### src/sio_pkg.sv
package sio_pkg;
    // Host I/O map of the configuration port pair
    localparam logic [15:0] SIO_INDEX_PORT     = 16'h002e;
    localparam logic [15:0] SIO_DATA_PORT      = 16'h002f;
    localparam logic [7:0]  SIO_KEY_UNLOCK     = 8'h87;
    localparam logic [7:0]  SIO_KEY_LOCK       = 8'haa;
    localparam logic [7:0]  SIO_UNMAPPED_READ  = 8'hff;
    localparam logic [7:0]  SIO_IDLE_READ      = 8'h00;

    // Configuration register indices
    localparam logic [7:0]  SIO_IDX_LDN        = 8'h07;
    localparam logic [7:0]  SIO_IDX_ENABLE     = 8'h30;
    localparam logic [7:0]  SIO_IDX_DIR        = 8'he0;
    localparam logic [7:0]  SIO_IDX_VALUE      = 8'he1;
    localparam logic [7:0]  SIO_IDX_POLARITY   = 8'he2;

    // Logical devices
    localparam logic [7:0]  SIO_LDN_GPIO       = 8'h07;
    localparam logic [7:0]  SIO_LDN_ENABLE     = 8'h09;

    localparam int          SIO_GPIO_W         = 8;
    localparam int          SIO_ENABLE_BIT     = 7;
    localparam logic [7:0]  SIO_ENABLE_MASK    = 8'h80;

    // Reset values
    localparam logic [7:0]  SIO_RST_INDEX      = 8'h00;
    localparam logic [7:0]  SIO_RST_LDN        = 8'h00;
    localparam logic [7:0]  SIO_RST_ENABLE     = 8'h00;
    localparam logic [7:0]  SIO_RST_DIR        = 8'hff;
    localparam logic [7:0]  SIO_RST_VALUE      = 8'h00;
    localparam logic [7:0]  SIO_RST_POLARITY   = 8'h00;

    // Host controller command registers
    localparam logic [3:0]  SIO_HREG_CTRL      = 4'h0;
    localparam logic [3:0]  SIO_HREG_LDN       = 4'h1;
    localparam logic [3:0]  SIO_HREG_INDEX     = 4'h2;
    localparam logic [3:0]  SIO_HREG_WDATA     = 4'h3;
    localparam logic [3:0]  SIO_HREG_STATUS    = 4'h4;
    localparam logic [3:0]  SIO_HREG_RDATA     = 4'h5;
    localparam int          SIO_CTRL_START_BIT = 0;
    localparam int          SIO_CTRL_OP_LO     = 1;

    typedef enum logic [1:0] {
        SIO_OP_WRITE  = 2'h0,
        SIO_OP_READ   = 2'h1,
        SIO_OP_ENABLE = 2'h2
    } sio_op_t;
endpackage : sio_pkg

### src/sio_io_if.sv
`timescale 1ns/1ps
interface sio_io_if;
    logic [15:0] io_addr;
    logic [7:0]  io_wdata;
    logic        io_wr;
    logic        io_rd;
    logic [7:0]  io_rdata;

    modport dev  (input io_addr, input io_wdata, input io_wr, input io_rd, output io_rdata);
    modport host (output io_addr, output io_wdata, output io_wr, output io_rd, input io_rdata);
endinterface : sio_io_if

### src/sio_pin_sync.sv
`timescale 1ns/1ps
module sio_pin_sync (
    input  wire logic clk,
    input  wire logic resetn,
    input  wire logic pin,
    output logic      level
);
    logic s1_reg, s2_reg, s3_reg, level_reg;
    logic level_next;

    // Only the second and third stage are compared; the first feeds the second alone
    always_comb begin
        level_next = level_reg;
        if (s2_reg == s3_reg) begin
            level_next = s3_reg;
        end
    end

    always_ff @(posedge clk) begin
        if (!resetn) begin
            s1_reg    <= 1'b0;
            s2_reg    <= 1'b0;
            s3_reg    <= 1'b0;
            level_reg <= 1'b0;
        end else begin
            s1_reg    <= pin;
            s2_reg    <= s1_reg;
            s3_reg    <= s2_reg;
            level_reg <= level_next;
        end
    end

    assign level = level_reg;
endmodule : sio_pin_sync

### src/sio_gpio_dev.sv
`timescale 1ns/1ps
module sio_gpio_dev
    import sio_pkg::*;
(
    input  wire logic                  clk,
    input  wire logic                  resetn,
    sio_io_if.dev                      bus,
    input  wire logic [SIO_GPIO_W-1:0] gpio_in,
    output logic      [SIO_GPIO_W-1:0] gpio_out,
    output logic      [SIO_GPIO_W-1:0] gpio_oe,
    output logic                       config_mode
);
    logic                  key_seen_reg;
    logic                  key_seen_next;
    logic                  cfg_reg;
    logic                  cfg_next;
    logic [7:0]            index_reg;
    logic [7:0]            index_next;
    logic [7:0]            ldn_reg;
    logic [7:0]            ldn_next;
    logic [7:0]            enable_reg;
    logic [7:0]            enable_next;
    logic [SIO_GPIO_W-1:0] dir_reg;
    logic [SIO_GPIO_W-1:0] dir_next;
    logic [SIO_GPIO_W-1:0] value_reg;
    logic [SIO_GPIO_W-1:0] value_next;
    logic [SIO_GPIO_W-1:0] pol_reg;
    logic [SIO_GPIO_W-1:0] pol_next;
    logic [7:0]            rdata_reg;
    logic [7:0]            rdata_next;
    logic [SIO_GPIO_W-1:0] pin_level;
    logic [SIO_GPIO_W-1:0] pin_view;
    logic [SIO_GPIO_W-1:0] out_reg;
    logic [SIO_GPIO_W-1:0] out_next;
    logic [SIO_GPIO_W-1:0] oe_reg;
    logic [SIO_GPIO_W-1:0] oe_next;
    logic                  hit_index;
    logic                  hit_data;
    logic                  gpio_on;

    // Decodes whether the current index names a register of a given logical device
    function automatic logic sel(input logic [7:0] ldn, input logic [7:0] idx,
                                 input logic [7:0] want_ldn, input logic [7:0] want_idx);
        sel = (ldn == want_ldn) && (idx == want_idx);
    endfunction : sel

    genvar gi;
    generate
        for (gi = 0; gi < SIO_GPIO_W; gi++) begin : g_sync
            sio_pin_sync u_sync (
                .clk    (clk),
                .resetn (resetn),
                .pin    (gpio_in[gi]),
                .level  (pin_level[gi])
            );
        end
    endgenerate

    assign hit_index = (bus.io_addr == SIO_INDEX_PORT);
    assign hit_data  = (bus.io_addr == SIO_DATA_PORT);
    assign gpio_on   = enable_reg[SIO_ENABLE_BIT];

    // Pin state as the host sees it, after polarity
    assign pin_view  = pin_level ^ pol_reg;

    // Configuration mode key sequence
    always_comb begin
        key_seen_next = key_seen_reg;
        cfg_next      = cfg_reg;
        if ((bus.io_wr || bus.io_rd) && (hit_index || hit_data)) begin
            key_seen_next = 1'b0;
            if (!cfg_reg && bus.io_wr && hit_index && bus.io_wdata == SIO_KEY_UNLOCK) begin
                if (key_seen_reg) begin
                    cfg_next = 1'b1;
                end else begin
                    key_seen_next = 1'b1;
                end
            end
            if (cfg_reg && bus.io_wr && hit_index && bus.io_wdata == SIO_KEY_LOCK) begin
                cfg_next = 1'b0;
            end
        end
    end

    // Configuration register writes
    always_comb begin
        index_next  = index_reg;
        ldn_next    = ldn_reg;
        enable_next = enable_reg;
        dir_next    = dir_reg;
        value_next  = value_reg;
        pol_next    = pol_reg;
        if (cfg_reg && bus.io_wr) begin
            if (hit_index && bus.io_wdata != SIO_KEY_LOCK) begin
                index_next = bus.io_wdata;
            end
            if (hit_data) begin
                if (index_reg == SIO_IDX_LDN) begin
                    ldn_next = bus.io_wdata;
                end
                if (sel(ldn_reg, index_reg, SIO_LDN_ENABLE, SIO_IDX_ENABLE)) begin
                    enable_next = bus.io_wdata;
                end
                if (sel(ldn_reg, index_reg, SIO_LDN_GPIO, SIO_IDX_DIR)) begin
                    dir_next = bus.io_wdata;
                end
                if (sel(ldn_reg, index_reg, SIO_LDN_GPIO, SIO_IDX_VALUE)) begin
                    // Input bits keep their stored value
                    value_next = (value_reg & dir_reg) | (bus.io_wdata & ~dir_reg);
                end
                if (sel(ldn_reg, index_reg, SIO_LDN_GPIO, SIO_IDX_POLARITY)) begin
                    pol_next = bus.io_wdata;
                end
            end
        end
    end

    // Read data stands only in the cycle after the read strobe
    always_comb begin
        rdata_next = SIO_IDLE_READ;
        if (bus.io_rd) begin
            rdata_next = SIO_UNMAPPED_READ;
            if (cfg_reg && hit_index) begin
                rdata_next = index_reg;
            end
            if (cfg_reg && hit_data) begin
                if (index_reg == SIO_IDX_LDN) begin
                    rdata_next = ldn_reg;
                end else if (sel(ldn_reg, index_reg, SIO_LDN_ENABLE, SIO_IDX_ENABLE)) begin
                    rdata_next = enable_reg;
                end else if (sel(ldn_reg, index_reg, SIO_LDN_GPIO, SIO_IDX_DIR)) begin
                    rdata_next = dir_reg;
                end else if (sel(ldn_reg, index_reg, SIO_LDN_GPIO, SIO_IDX_VALUE)) begin
                    rdata_next = (pin_view & dir_reg) | (value_reg & ~dir_reg);
                end else if (sel(ldn_reg, index_reg, SIO_LDN_GPIO, SIO_IDX_POLARITY)) begin
                    rdata_next = pol_reg;
                end
            end
        end
    end

    // Pin drive: output pins only while GPIO is enabled
    always_comb begin
        out_next = value_reg ^ pol_reg;
        oe_next  = gpio_on ? ~dir_reg : '0;
    end

    // Key sequence state
    always_ff @(posedge clk) begin
        if (!resetn) begin
            key_seen_reg <= 1'b0;
            cfg_reg      <= 1'b0;
        end else begin
            key_seen_reg <= key_seen_next;
            cfg_reg      <= cfg_next;
        end
    end

    // Configuration registers
    always_ff @(posedge clk) begin
        if (!resetn) begin
            index_reg  <= SIO_RST_INDEX;
            ldn_reg    <= SIO_RST_LDN;
            enable_reg <= SIO_RST_ENABLE;
            dir_reg    <= SIO_RST_DIR;
            value_reg  <= SIO_RST_VALUE;
            pol_reg    <= SIO_RST_POLARITY;
        end else begin
            index_reg  <= index_next;
            ldn_reg    <= ldn_next;
            enable_reg <= enable_next;
            dir_reg    <= dir_next;
            value_reg  <= value_next;
            pol_reg    <= pol_next;
        end
    end

    // Read answer, one cycle long
    always_ff @(posedge clk) begin
        if (!resetn) begin
            rdata_reg <= SIO_IDLE_READ;
        end else begin
            rdata_reg <= rdata_next;
        end
    end

    // Pin drive, released while GPIO is disabled
    always_ff @(posedge clk) begin
        if (!resetn) begin
            out_reg <= '0;
            oe_reg  <= '0;
        end else begin
            out_reg <= out_next;
            oe_reg  <= oe_next;
        end
    end

    assign bus.io_rdata = rdata_reg;
    assign gpio_out     = out_reg;
    assign gpio_oe      = oe_reg;
    assign config_mode  = cfg_reg;
endmodule : sio_gpio_dev

### src/flat_wrapper.sv
// flat-port wrapper written by rule: the top's interface ports become plain ports
module sio_gpio_dev_flat import sio_pkg::*;
  (clk, resetn, gpio_in, gpio_out, gpio_oe, config_mode, bus_io_addr, bus_io_wdata, bus_io_wr, bus_io_rd, bus_io_rdata);
  sio_io_if bus_i ();
  input  wire logic clk;
  input  wire logic resetn;
  input  wire logic [SIO_GPIO_W-1:0] gpio_in;
  output logic      [SIO_GPIO_W-1:0] gpio_out;
  output logic      [SIO_GPIO_W-1:0] gpio_oe;
  output logic config_mode;
  input wire logic [$bits(bus_i.io_addr)-1:0] bus_io_addr;
  input wire logic [$bits(bus_i.io_wdata)-1:0] bus_io_wdata;
  input wire logic [$bits(bus_i.io_wr)-1:0] bus_io_wr;
  input wire logic [$bits(bus_i.io_rd)-1:0] bus_io_rd;
  output wire logic [$bits(bus_i.io_rdata)-1:0] bus_io_rdata;
  assign bus_i.io_addr = bus_io_addr;
  assign bus_i.io_wdata = bus_io_wdata;
  assign bus_i.io_wr = bus_io_wr;
  assign bus_i.io_rd = bus_io_rd;
  assign bus_io_rdata = bus_i.io_rdata;
  sio_gpio_dev u_core (.clk(clk), .resetn(resetn), .bus(bus_i), .gpio_in(gpio_in), .gpio_out(gpio_out), .gpio_oe(gpio_oe), .config_mode(config_mode));
endmodule
### config.mk
export PLATFORM = sky130hd
export DESIGN_NAME = sio_gpio_dev_flat
export DESIGN_NICKNAME = d
export VERILOG_FILES = /design/src/sio_pkg.sv /design/src/sio_io_if.sv /design/src/sio_pin_sync.sv /design/src/sio_gpio_dev.sv /design/src/flat_wrapper.sv
export SDC_FILE = /design/constraint.sdc
export NUM_CORES = 1
export LEC_CHECK = 0
export ABC_AREA = 0
export CORE_ASPECT_RATIO = 1.4
export CORE_MARGIN = 4
export CORE_UTILIZATION = 45
export DETAILED_ROUTE_END_ITERATION = 8
export DONT_BUFFER_PORTS = 1
export PLACE_DENSITY = 0.63
export SLEW_MARGIN = 10
export SYNTH_ARGS = -nofsm -noshare
export SYNTH_HDL_FRONTEND = slang
export SYNTH_HIERARCHICAL = 1
export SYNTH_SLANG_ARGS = --single-unit
### constraint.sdc
create_clock -name clk -period 4.45 [get_ports clk]
set_input_delay 1.1125 -clock clk [delete_from_list [all_inputs] [get_ports clk]]
set_output_delay 1.1125 -clock clk [all_outputs]
set_load 0.1 [all_outputs]
==> results of run 1 <==
[report_power, final]
part | internal [uW] | leakage [uW] | switching, uW
clock network | 455 | 0.000142 | 353
registers | 961 | 0.000860 | 32.6
logic | 13.8 | 0.000715 | 17.1
total | 1430 | 0.00172 | 403
[through the flow]
step	util	setup slack (ns)
finish	0.501	1.52
global route	0.501	1.40
CTS	0.501	1.53
detailed placement	0.470	1.23
global placement	0.470	1.31
floorplan	-	1.57
[final timing paths]
path	start	end	slack (ns)	cells after the start
max	bus_io_addr[10]	u_core/enable_reg[6]	1.52	5
min	u_core/g_sync[1].u_sync/s1_reg	u_core/g_sync[1].u_sync/s2_reg	0.42	1
max reg2reg	u_core/config_mode	u_core/bus.io_rdata[3]	1.52	6
min reg2reg	u_core/g_sync[1].u_sync/s1_reg	u_core/g_sync[1].u_sync/s2_reg	0.42	1
[kinds of logic (layout without fill, tap and decap cells)]
| logic type | count (synthesis) | in the layout | synth area share |
|---|---|---|---|
| xor+xnor | 16 | 16 | 0.0301 |
| flops | 106 | 106 | 0.456 |
| mux | 10 | 10 | 0.0215 |
| compound gates | 123 | 123 | 0.193 |
| simple gates | 215 | 215 | 0.269 |
| buf+inv | 30 | 20 | 0.0304 |
[cell type report]
class | instances | area [um2]
multi-input combinational | 364 | 2390
sequential | 106 | 2120
timing repair buffer | 2 | 15.0
tap | 135 | 169
clock inverter | 5 | 62.6
inverter | 2 | 7.51
clock buffer | 11 | 243
fill | 955 | 5000
[cell usage after synthesis, types with 3 or more instances]
cell type  instances
nor2_1            30
a21o_1             3
o21ai_1           41
buf_1              3
nand2_1           58
and2_2             8
nand4b_1           7
buf_6              3
o211ai_1           5
a31oi_1            7
clkbuf_1          17
mux2i_1           10
dfxtp_1          106
and3_1             4
nor3_1            14
a2111oi_0          3
or4_1              3
o41ai_2            8
nand3_1           24
o311ai_2           8
and2_1            26
a21boi_1           8
xor2_1             8
nor4_1             4
o21ai_0           26
a211oi_1           6
xnor2_1            8
buf_2              5
and4_1             4
[layout by cell type (no fill, tap or decap), types with 9 or more instances in the layout]
cell type / n
and2_1: 26
o21ai_0: 26
o21ai_1: 41
nand2_1: 58
nor2_1: 30
nor3_1: 14
mux2i_1: 10
clkbuf_16: 9
dfxtp_1: 106
nand3_1: 24
[metal layers]
layer,vias to the layer above,share of wire,track usage
li1,1781,-,-
met1,1717,0.41,0.254
met2,154,0.46,0.315
met3,41,0.061,0.0399
met4,0,0.064,0.143
met5,-,0,0
==> run metrics, run 1 <==
status finished clean; initial core utilization 0.465; Antenna Nets Post-Route 0; DR WL/cell about 19 um; number of buffers created by CTS 9; Mapped Nets 536; CP Launch Type input port; Warnings, synthesis 6; gr usage total 0.204; Top delay family on crit path simple AND/OR/NAND/NOR gates; top post-synthesis cells by area dfxtp_1, nand2_1, o21ai_1; largest net degree at the start of global routing about 110; Post-CTS Repair Setup Buffers 0; CP required around 4.7 ns; Vias ~3700; Crit Path Max Fanout 10; pwr/cell area 366 nW/um2; # nets final between 500 and 600; Tcrit/Tclk final 0.659; GRT Residual Overflow 0; clock sinks 106; share of the synthesized area in the top cell type 0.456; vias in the first global route 3469; final wirelength 12100 um; max cap viols 0; P_leak 0.00172 uW; post_cts resized 0; Min Hold Slack 0.423 ns; fin cells between 600 and 700; hold_buf cts 0; setup_tns 0 ns; ys async rst share 0; area leader, netlist dfxtp_1; Clock Latency Late Sink 0.35 ns; post-synth cell types 57; DRC errors left 0; Die Y 128 um; Worst-Margin Slew 1.13 ns; drt pass-1 iters 5; fin. max-slew vios 0; worst min path class register to register; crit-path max cell delay ~0.85 ns; clock tree buffer depth 2; Clock Skew a little under 0.009 ns; WP data arrival 3.21 ns; slowest CP cell nor2b_1; crit path cell chain nor4_1 > and4_1 > nand4_4 > nor2b_1 > mux2i_1; die area roughly 12000 um2; Syn Inst Count 500; headroom to the max-slew limit 0.242; Avg Cell Area, Syn between 9 and 10 um2; dominant synthesized flop cell dfxtp_1; Area Growth Syn to Fin 7.64%; Finished Cell Area 5010 um2; Final Hold Fails 0; crit path capture type register; CTS tree done; total power after layout ~1800 uW; Worst IR Drop VDD 0.199 mV; GPL Wtd Cong 0.911; hpwl dp roughly 8600 um; setup violators final 0; number of core rows 43; I/O Buffers 0; unrepaired setup endpoints after global routing false; sequential area share after synthesis 0.456; first-pass GRT wire length about 19000 um; kind of critical path input port to register; H-tree depth 3; Worst-path clk slew 0.07 ns; die width 93.9 um; antenna cells 0; CTS root buf clkbuf_16; io pins 61; number of synthesized flops with an enable pin 0; Post-Syn Area 4650 um2; placed instance count 609; Placed Area ~4700 um2; initial antenna violation count 0; Max Fclk approximately 340 MHz; Core ar. 10000 um2; Synth Register Bits around 110; Period minus WS final 2.93 ns; layout cells sized above 1 0.114; initial DRC count 331; CP bufs+invs 0; Via-to-Cell Ratio 5.91
Power figures use the tool's default switching activity.
==> run 2, diff against run 1 <==
- PLACE_DENSITY: 0.63 -> 0.65
- clock period: 4.45 -> 2.6 ns (I/O delays scaled with it)
==> run 2 against run 1 <==
Final cell count up 5.8%. Via count up 4.8%. Critical path type is now register to register. Wire length down 2.1%. Global-route usage down 0.28 points. Worst setup slack worse by 1.1 ns. Highest routed layer unchanged. Sequential share of layout area down 2.5 points. Combinational power rose to 3.5 times the previous value. Largest cell class unchanged. Utilization up 3.1 points. Critical path depth up 3. Clock-buffer cell count up 1. Hold slack worse by 0.033 ns. Clock skew about the same.
==> run metrics, run 2 (same netlist as run 1, synthesis figures left out) <==
headroom to the max-slew limit 0.427; I/O Buffers 0; gr usage total 0.201; unrepaired setup endpoints after global routing false; CTS tree done; Tcrit/Tclk final 0.858; hold_buf cts 0; antenna cells 0; number of core rows 43; die width approximately 94 um; Final Hold Fails 0; crit path capture type register; Vias 3869; Worst R2R Path Depth 8; Die Y 128 um; total power after layout ~3200 uW; clock sinks 106; Post-CTS Repair Setup Buffers 0; r2r setup slk approximately 0.37 ns; Worst Hold Endpoint u_core/config_mode; initial antenna violation count 0; first-pass GRT wire length 18900 um; Core ar. around 10000 um2; Worst-path clk slew 0.07 ns; WP data arrival 2.51 ns; kind of critical path register to register; setup violators final 0; DP Worst Slack ~0.17 ns; # nets final 557; worst r2r src u_core/ldn_reg[4]; fin. max-slew vios 0; post_cts resized 0; clock tree buffer depth 2; register area about 2100 um2; Crit Path Max Fanout 9; hpwl dp between 8000 and 9000 um; max cap viols 0; status finished clean; vias in the first global route between 3000 and 4000; area occupied by multi-input gates 2390 um2; Worst-Margin Slew 0.853 ns; P_leak 0.00193 uW; Period minus WS final 2.23 ns; io pins 61; Worst IR Drop VDD 0.319 mV; setup_tns 0 ns; initial core utilization 0.465; Via-to-Cell Ratio approximately 6; worst hold stages 1; hold wc startpoint bus_io_wr; CP required 2.88 ns; Finished Cell Area 5320 um2; CTS root buf clkbuf_16; Clock Latency Late Sink 0.34 ns; Clock Skew 0.00897 ns; most common cell after layout, fill and taps aside dfxtp_1; H-tree depth 3; Placed Area 5000 um2; worst min path class input port to register; largest net degree at the start of global routing roughly 110; initial DRC count 309; Max Fclk between 400 and 500 MHz; number of buffers created by CTS 9; pwr/cell area 600 nW/um2; filler cell count 937; GPL Wtd Cong 0.965; DR WL/cell 18.0 um; layout cells sized above 1 0.179; final wirelength approximately 12000 um; slack of the critical path 0.370 ns; die area 12100 um2; post-route core utilization 0.532; RR Endpoint u_core/dir_reg[1]; Antenna Nets Post-Route 0; GRT Residual Overflow 0; DRC errors left 0; drt pass-1 iters 5; most frequent cells in the layout dfxtp_1, nand2_1, o21ai_1; CP Launch Type register; Area Growth Syn to Fin 14.4%
-- run 2: how the worst max path moves through the flow --
stage | from | endpoint | slack, ns | depth (start not counted)
after floorplan | bus_io_addr[10] | u_core/ldn_reg[5] | 0.21 | 8
after global placement | bus_io_addr[9] | u_core/bus.io_rdata[3] | 0.23 | 6
after detailed placement | bus_io_addr[9] | u_core/bus.io_rdata[0] | 0.17 | 6
after CTS | u_core/ldn_reg[4] | u_core/dir_reg[1] | 0.37 | 8
after global routing | u_core/ldn_reg[4] | u_core/dir_reg[1] | 0.26 | 8
final | u_core/ldn_reg[4] | u_core/dir_reg[1] | 0.37 | 8
-- run 2: per-stage QoR --
| step | hold WS [ns] | std cells |
|---|---|---|
| CTS | 0.381 | 661 |
| floorplan | 0.406 | 500 |
| detailed placement | 0.411 | 645 |
| global placement | 0.407 | 645 |
| finish | 0.390 | 661 |
| global route | 0.370 | 661 |
-- run 2: power by group --
part	switching [uW]	internal (uW)
combinational	76.0	31.9
clock	601	833
sequential	6.74	1640
-- run 2: worst max-delay path: stages, from the launching register on --
cell,delay (ns)
dfxtp_1,0.35
or4b_4,0.59
nor4_4,0.30
buf_4,0.21
nand2_2,0.14
buf_4,0.21
nor2_4,0.16
nor2_1,0.06
o21ai_1,0.14
-- run 2: metal layers --
| layer | global-route usage | vias to the layer above | wire (um) |
|---|---|---|---|
| met5 | 0 | - | 0 |
| met1 | 0.252 | 1821 | 4870 |
| met4 | 0.124 | 0 | 697 |
| met3 | 0.0376 | 45 | 778 |
| met2 | 0.319 | 149 | 5540 |
| li1 | - | 1854 | - |
-- run 2: area by class of cell --
type | instances | share of cell area
inverter | 2 | 0.00141
multi-input combinational | 364 | 0.449
tap | 135 | 0.0317
clock inverter | 4 | 0.0103
clock buffer | 12 | 0.0501
sequential | 106 | 0.399
timing repair buffer | 38 | 0.0583
==> run 3, diff against run 2 <==
- BUFFER_PORTS_ARGS: default -> -buffer_cell sky130_fd_sc_hd__buf_2
- DONT_BUFFER_PORTS: 1 -> default
- PLACE_DENSITY: 0.65 -> 0.7
- SKIP_LAST_GASP: default -> 1
==> run 3 against run 2 <==
Wire length increased by 2.4%. Final cell count grew 5.6%. Clock power decreased by 5%. Sequential share of layout area decreased by 0.76 points. Global-route usage rose by 0.42 points. Via count is 5.1% higher. Register-to-register slack lost 0.04 ns. Critical path type is now input port to register. Critical endpoint is now u_core/bus.io_rdata[0]. Largest power group unchanged.
==> run metrics, run 3 (same netlist as run 1, synthesis figures left out) <==
clock power share 0.427; r2r setup slk 0.33 ns; RR Endpoint u_core/dir_reg[0]; CP Launch Type input port; DR WL/cell 17.4 um; # nets final 594; Vias 4066; die width 93.9 um; Antenna Nets Post-Route 0; pwr/cell area 586 nW/um2; hold_buf cts 0; GRT Max-Usage Layer met2; Die Y 128 um; Worst IR Drop VDD 0.504 mV; DRC errors left 0; max cap viols 0; status finished clean; CTS root buf clkbuf_16; initial antenna violation count 0; hpwl dp 8740 um; Core ar. 10000 um2; Clock Skew between 0.006 and 0.007 ns; most frequent cells in the layout dfxtp_1, buf_2, nand2_1; worst min path class register to register; Worst-path clk slew roughly 0.070 ns; CP required ~2.8 ns; Min Hold Slack 0.423 ns; Placed Area 5130 um2; filler cell count 939; Post-CTS Repair Setup Buffers 0; initial DRC count 403; GRT Residual Overflow 0; Period minus WS final 2.30 ns; crit-path max cell delay 0.57 ns; first-pass GRT wire length 19400 um; met1 Resource Use GR 0.256; GPL Wtd Cong 1.05; worst r2r src u_core/ldn_reg[4]; Worst-Margin Slew approximately 0.96 ns; final wirelength 12200 um; I/O Buffers 60; crit path cell chain buf_2 > or4_1 > nor4_4 > and3b_1 > and3_1 > a21o_1 > a31oi_1; headroom to the max-slew limit 0.353; slowest CP cell or4_1; Crit Path Max Fanout 7; Max Fclk 436 MHz; Tcrit/Tclk final 0.883; Worst R2R Path Depth 8; sw frac 0.224; P_leak approximately 0.0021 uW; clock tree buffer depth 2; vias in the first global route 3892; unrepaired setup endpoints after global routing false; number of core rows 43; most common cell after layout, fill and taps aside dfxtp_1; clock sinks between 100 and 150; setup violators final 0; drt pass-1 iters 5; Final Hold Fails 0; H-tree depth 3; fin. max-slew vios 0; number of buffers created by CTS 9; Clock Latency Late Sink between 0.3 and 0.4 ns; die area around 12000 um2; Finished Cell Area 5430 um2; largest net degree at the start of global routing 60; kind of critical path input port to register; CTS tree done; Sequential Power Share 0.519; layout cells sized above 1 0.229; Critical Path Sink u_core/bus.io_rdata[0]; post_cts resized 0; initial core utilization 0.465; WP data arrival 2.51 ns; antenna cells 0; worst hold stages 1; Via-to-Cell Ratio around 5.8; met2 GRT Util 0.327; crit path capture type register; combinational power share 0.054; Pint 2470 uW; Critical Path Source bus_io_addr[9]; gr usage total 0.206; io pins between 60 and 70; met3 Usage GRT 0.0423; Area Growth Syn to Fin 16.6%; total net switching power 711 uW
run 3: cell count changes in the layout (fill, tap and decap cells not counted), sizes merged:
cell and change:
buf +37, clkinv +2, inv -2
run 3: power by group through the flow:
stage / Combinational (uW) / Sequential (uW) / Clock [uW]
after floorplan: 57.4 / 1740 / 0
after global placement: 167 / 1690 / 0
final: 172 / 1650 / 1360
after global routing: 184 / 1650 / 1460
after detailed placement: 171 / 1690 / 0
after CTS: 171 / 1650 / 1380
run 3: how the worst min path moves through the flow:
stage                                              start                              to  slack (ns)
after CTS                 u_core/g_sync[3].u_sync/s1_reg  u_core/g_sync[3].u_sync/s2_reg        0.43
final                     u_core/g_sync[6].u_sync/s1_reg  u_core/g_sync[6].u_sync/s2_reg        0.42
after detailed placement  u_core/g_sync[3].u_sync/s1_reg  u_core/g_sync[3].u_sync/s2_reg        0.41
after global routing      u_core/g_sync[7].u_sync/s1_reg  u_core/g_sync[7].u_sync/s2_reg        0.44
after floorplan           u_core/g_sync[0].u_sync/s1_reg  u_core/g_sync[0].u_sync/s2_reg        0.41
after global placement    u_core/g_sync[1].u_sync/s1_reg  u_core/g_sync[1].u_sync/s2_reg        0.41
run 3: per-stage QoR:
stage / total power [uW] / setup TNS [ns] / std cells / setup slack (ns) / utilization
2_1_floorplan: 1790 / 0 / 500 / 0.214 / -
3_3_place_gp: 1860 / 0 / 682 / 0.0991 / 0.512
3_5_place_dp: 1860 / -0.0213 / 682 / -0.0179 / 0.512
4_1_cts: 3210 / 0 / 698 / 0.348 / 0.542
5_1_grt: 3300 / 0 / 698 / 0.230 / 0.542
6_report: 3180 / 0 / 698 / 0.304 / 0.542
run 3: cell type report:
class	count	area (um2)	share of cell area
sequential	106	2120	0.391
clock buffer	12	246	0.0454
clock inverter	4	51.3	0.00946
timing repair buffer	75	438	0.0807
multi-input combinational	364	2390	0.440
inverter	2	7.51	0.00138
tap	135	169	0.0311
run 3: layer usage:
| metal | share of wire | vias up |
|---|---|---|
| met5 | 0 | - |
| met4 | 0.054 | 0 |
| met3 | 0.072 | 44 |
| met2 | 0.47 | 206 |
| met1 | 0.40 | 1889 |
| li1 | - | 1927 |
run 3: critical path: cells and delay by family:
kind / cells / cell delay, ns
and+or+nand+nor: 4 / 1.61
AOI/OAI and AO/OA: 2 / 0.16
buffers and inverters: 1 / 0.10
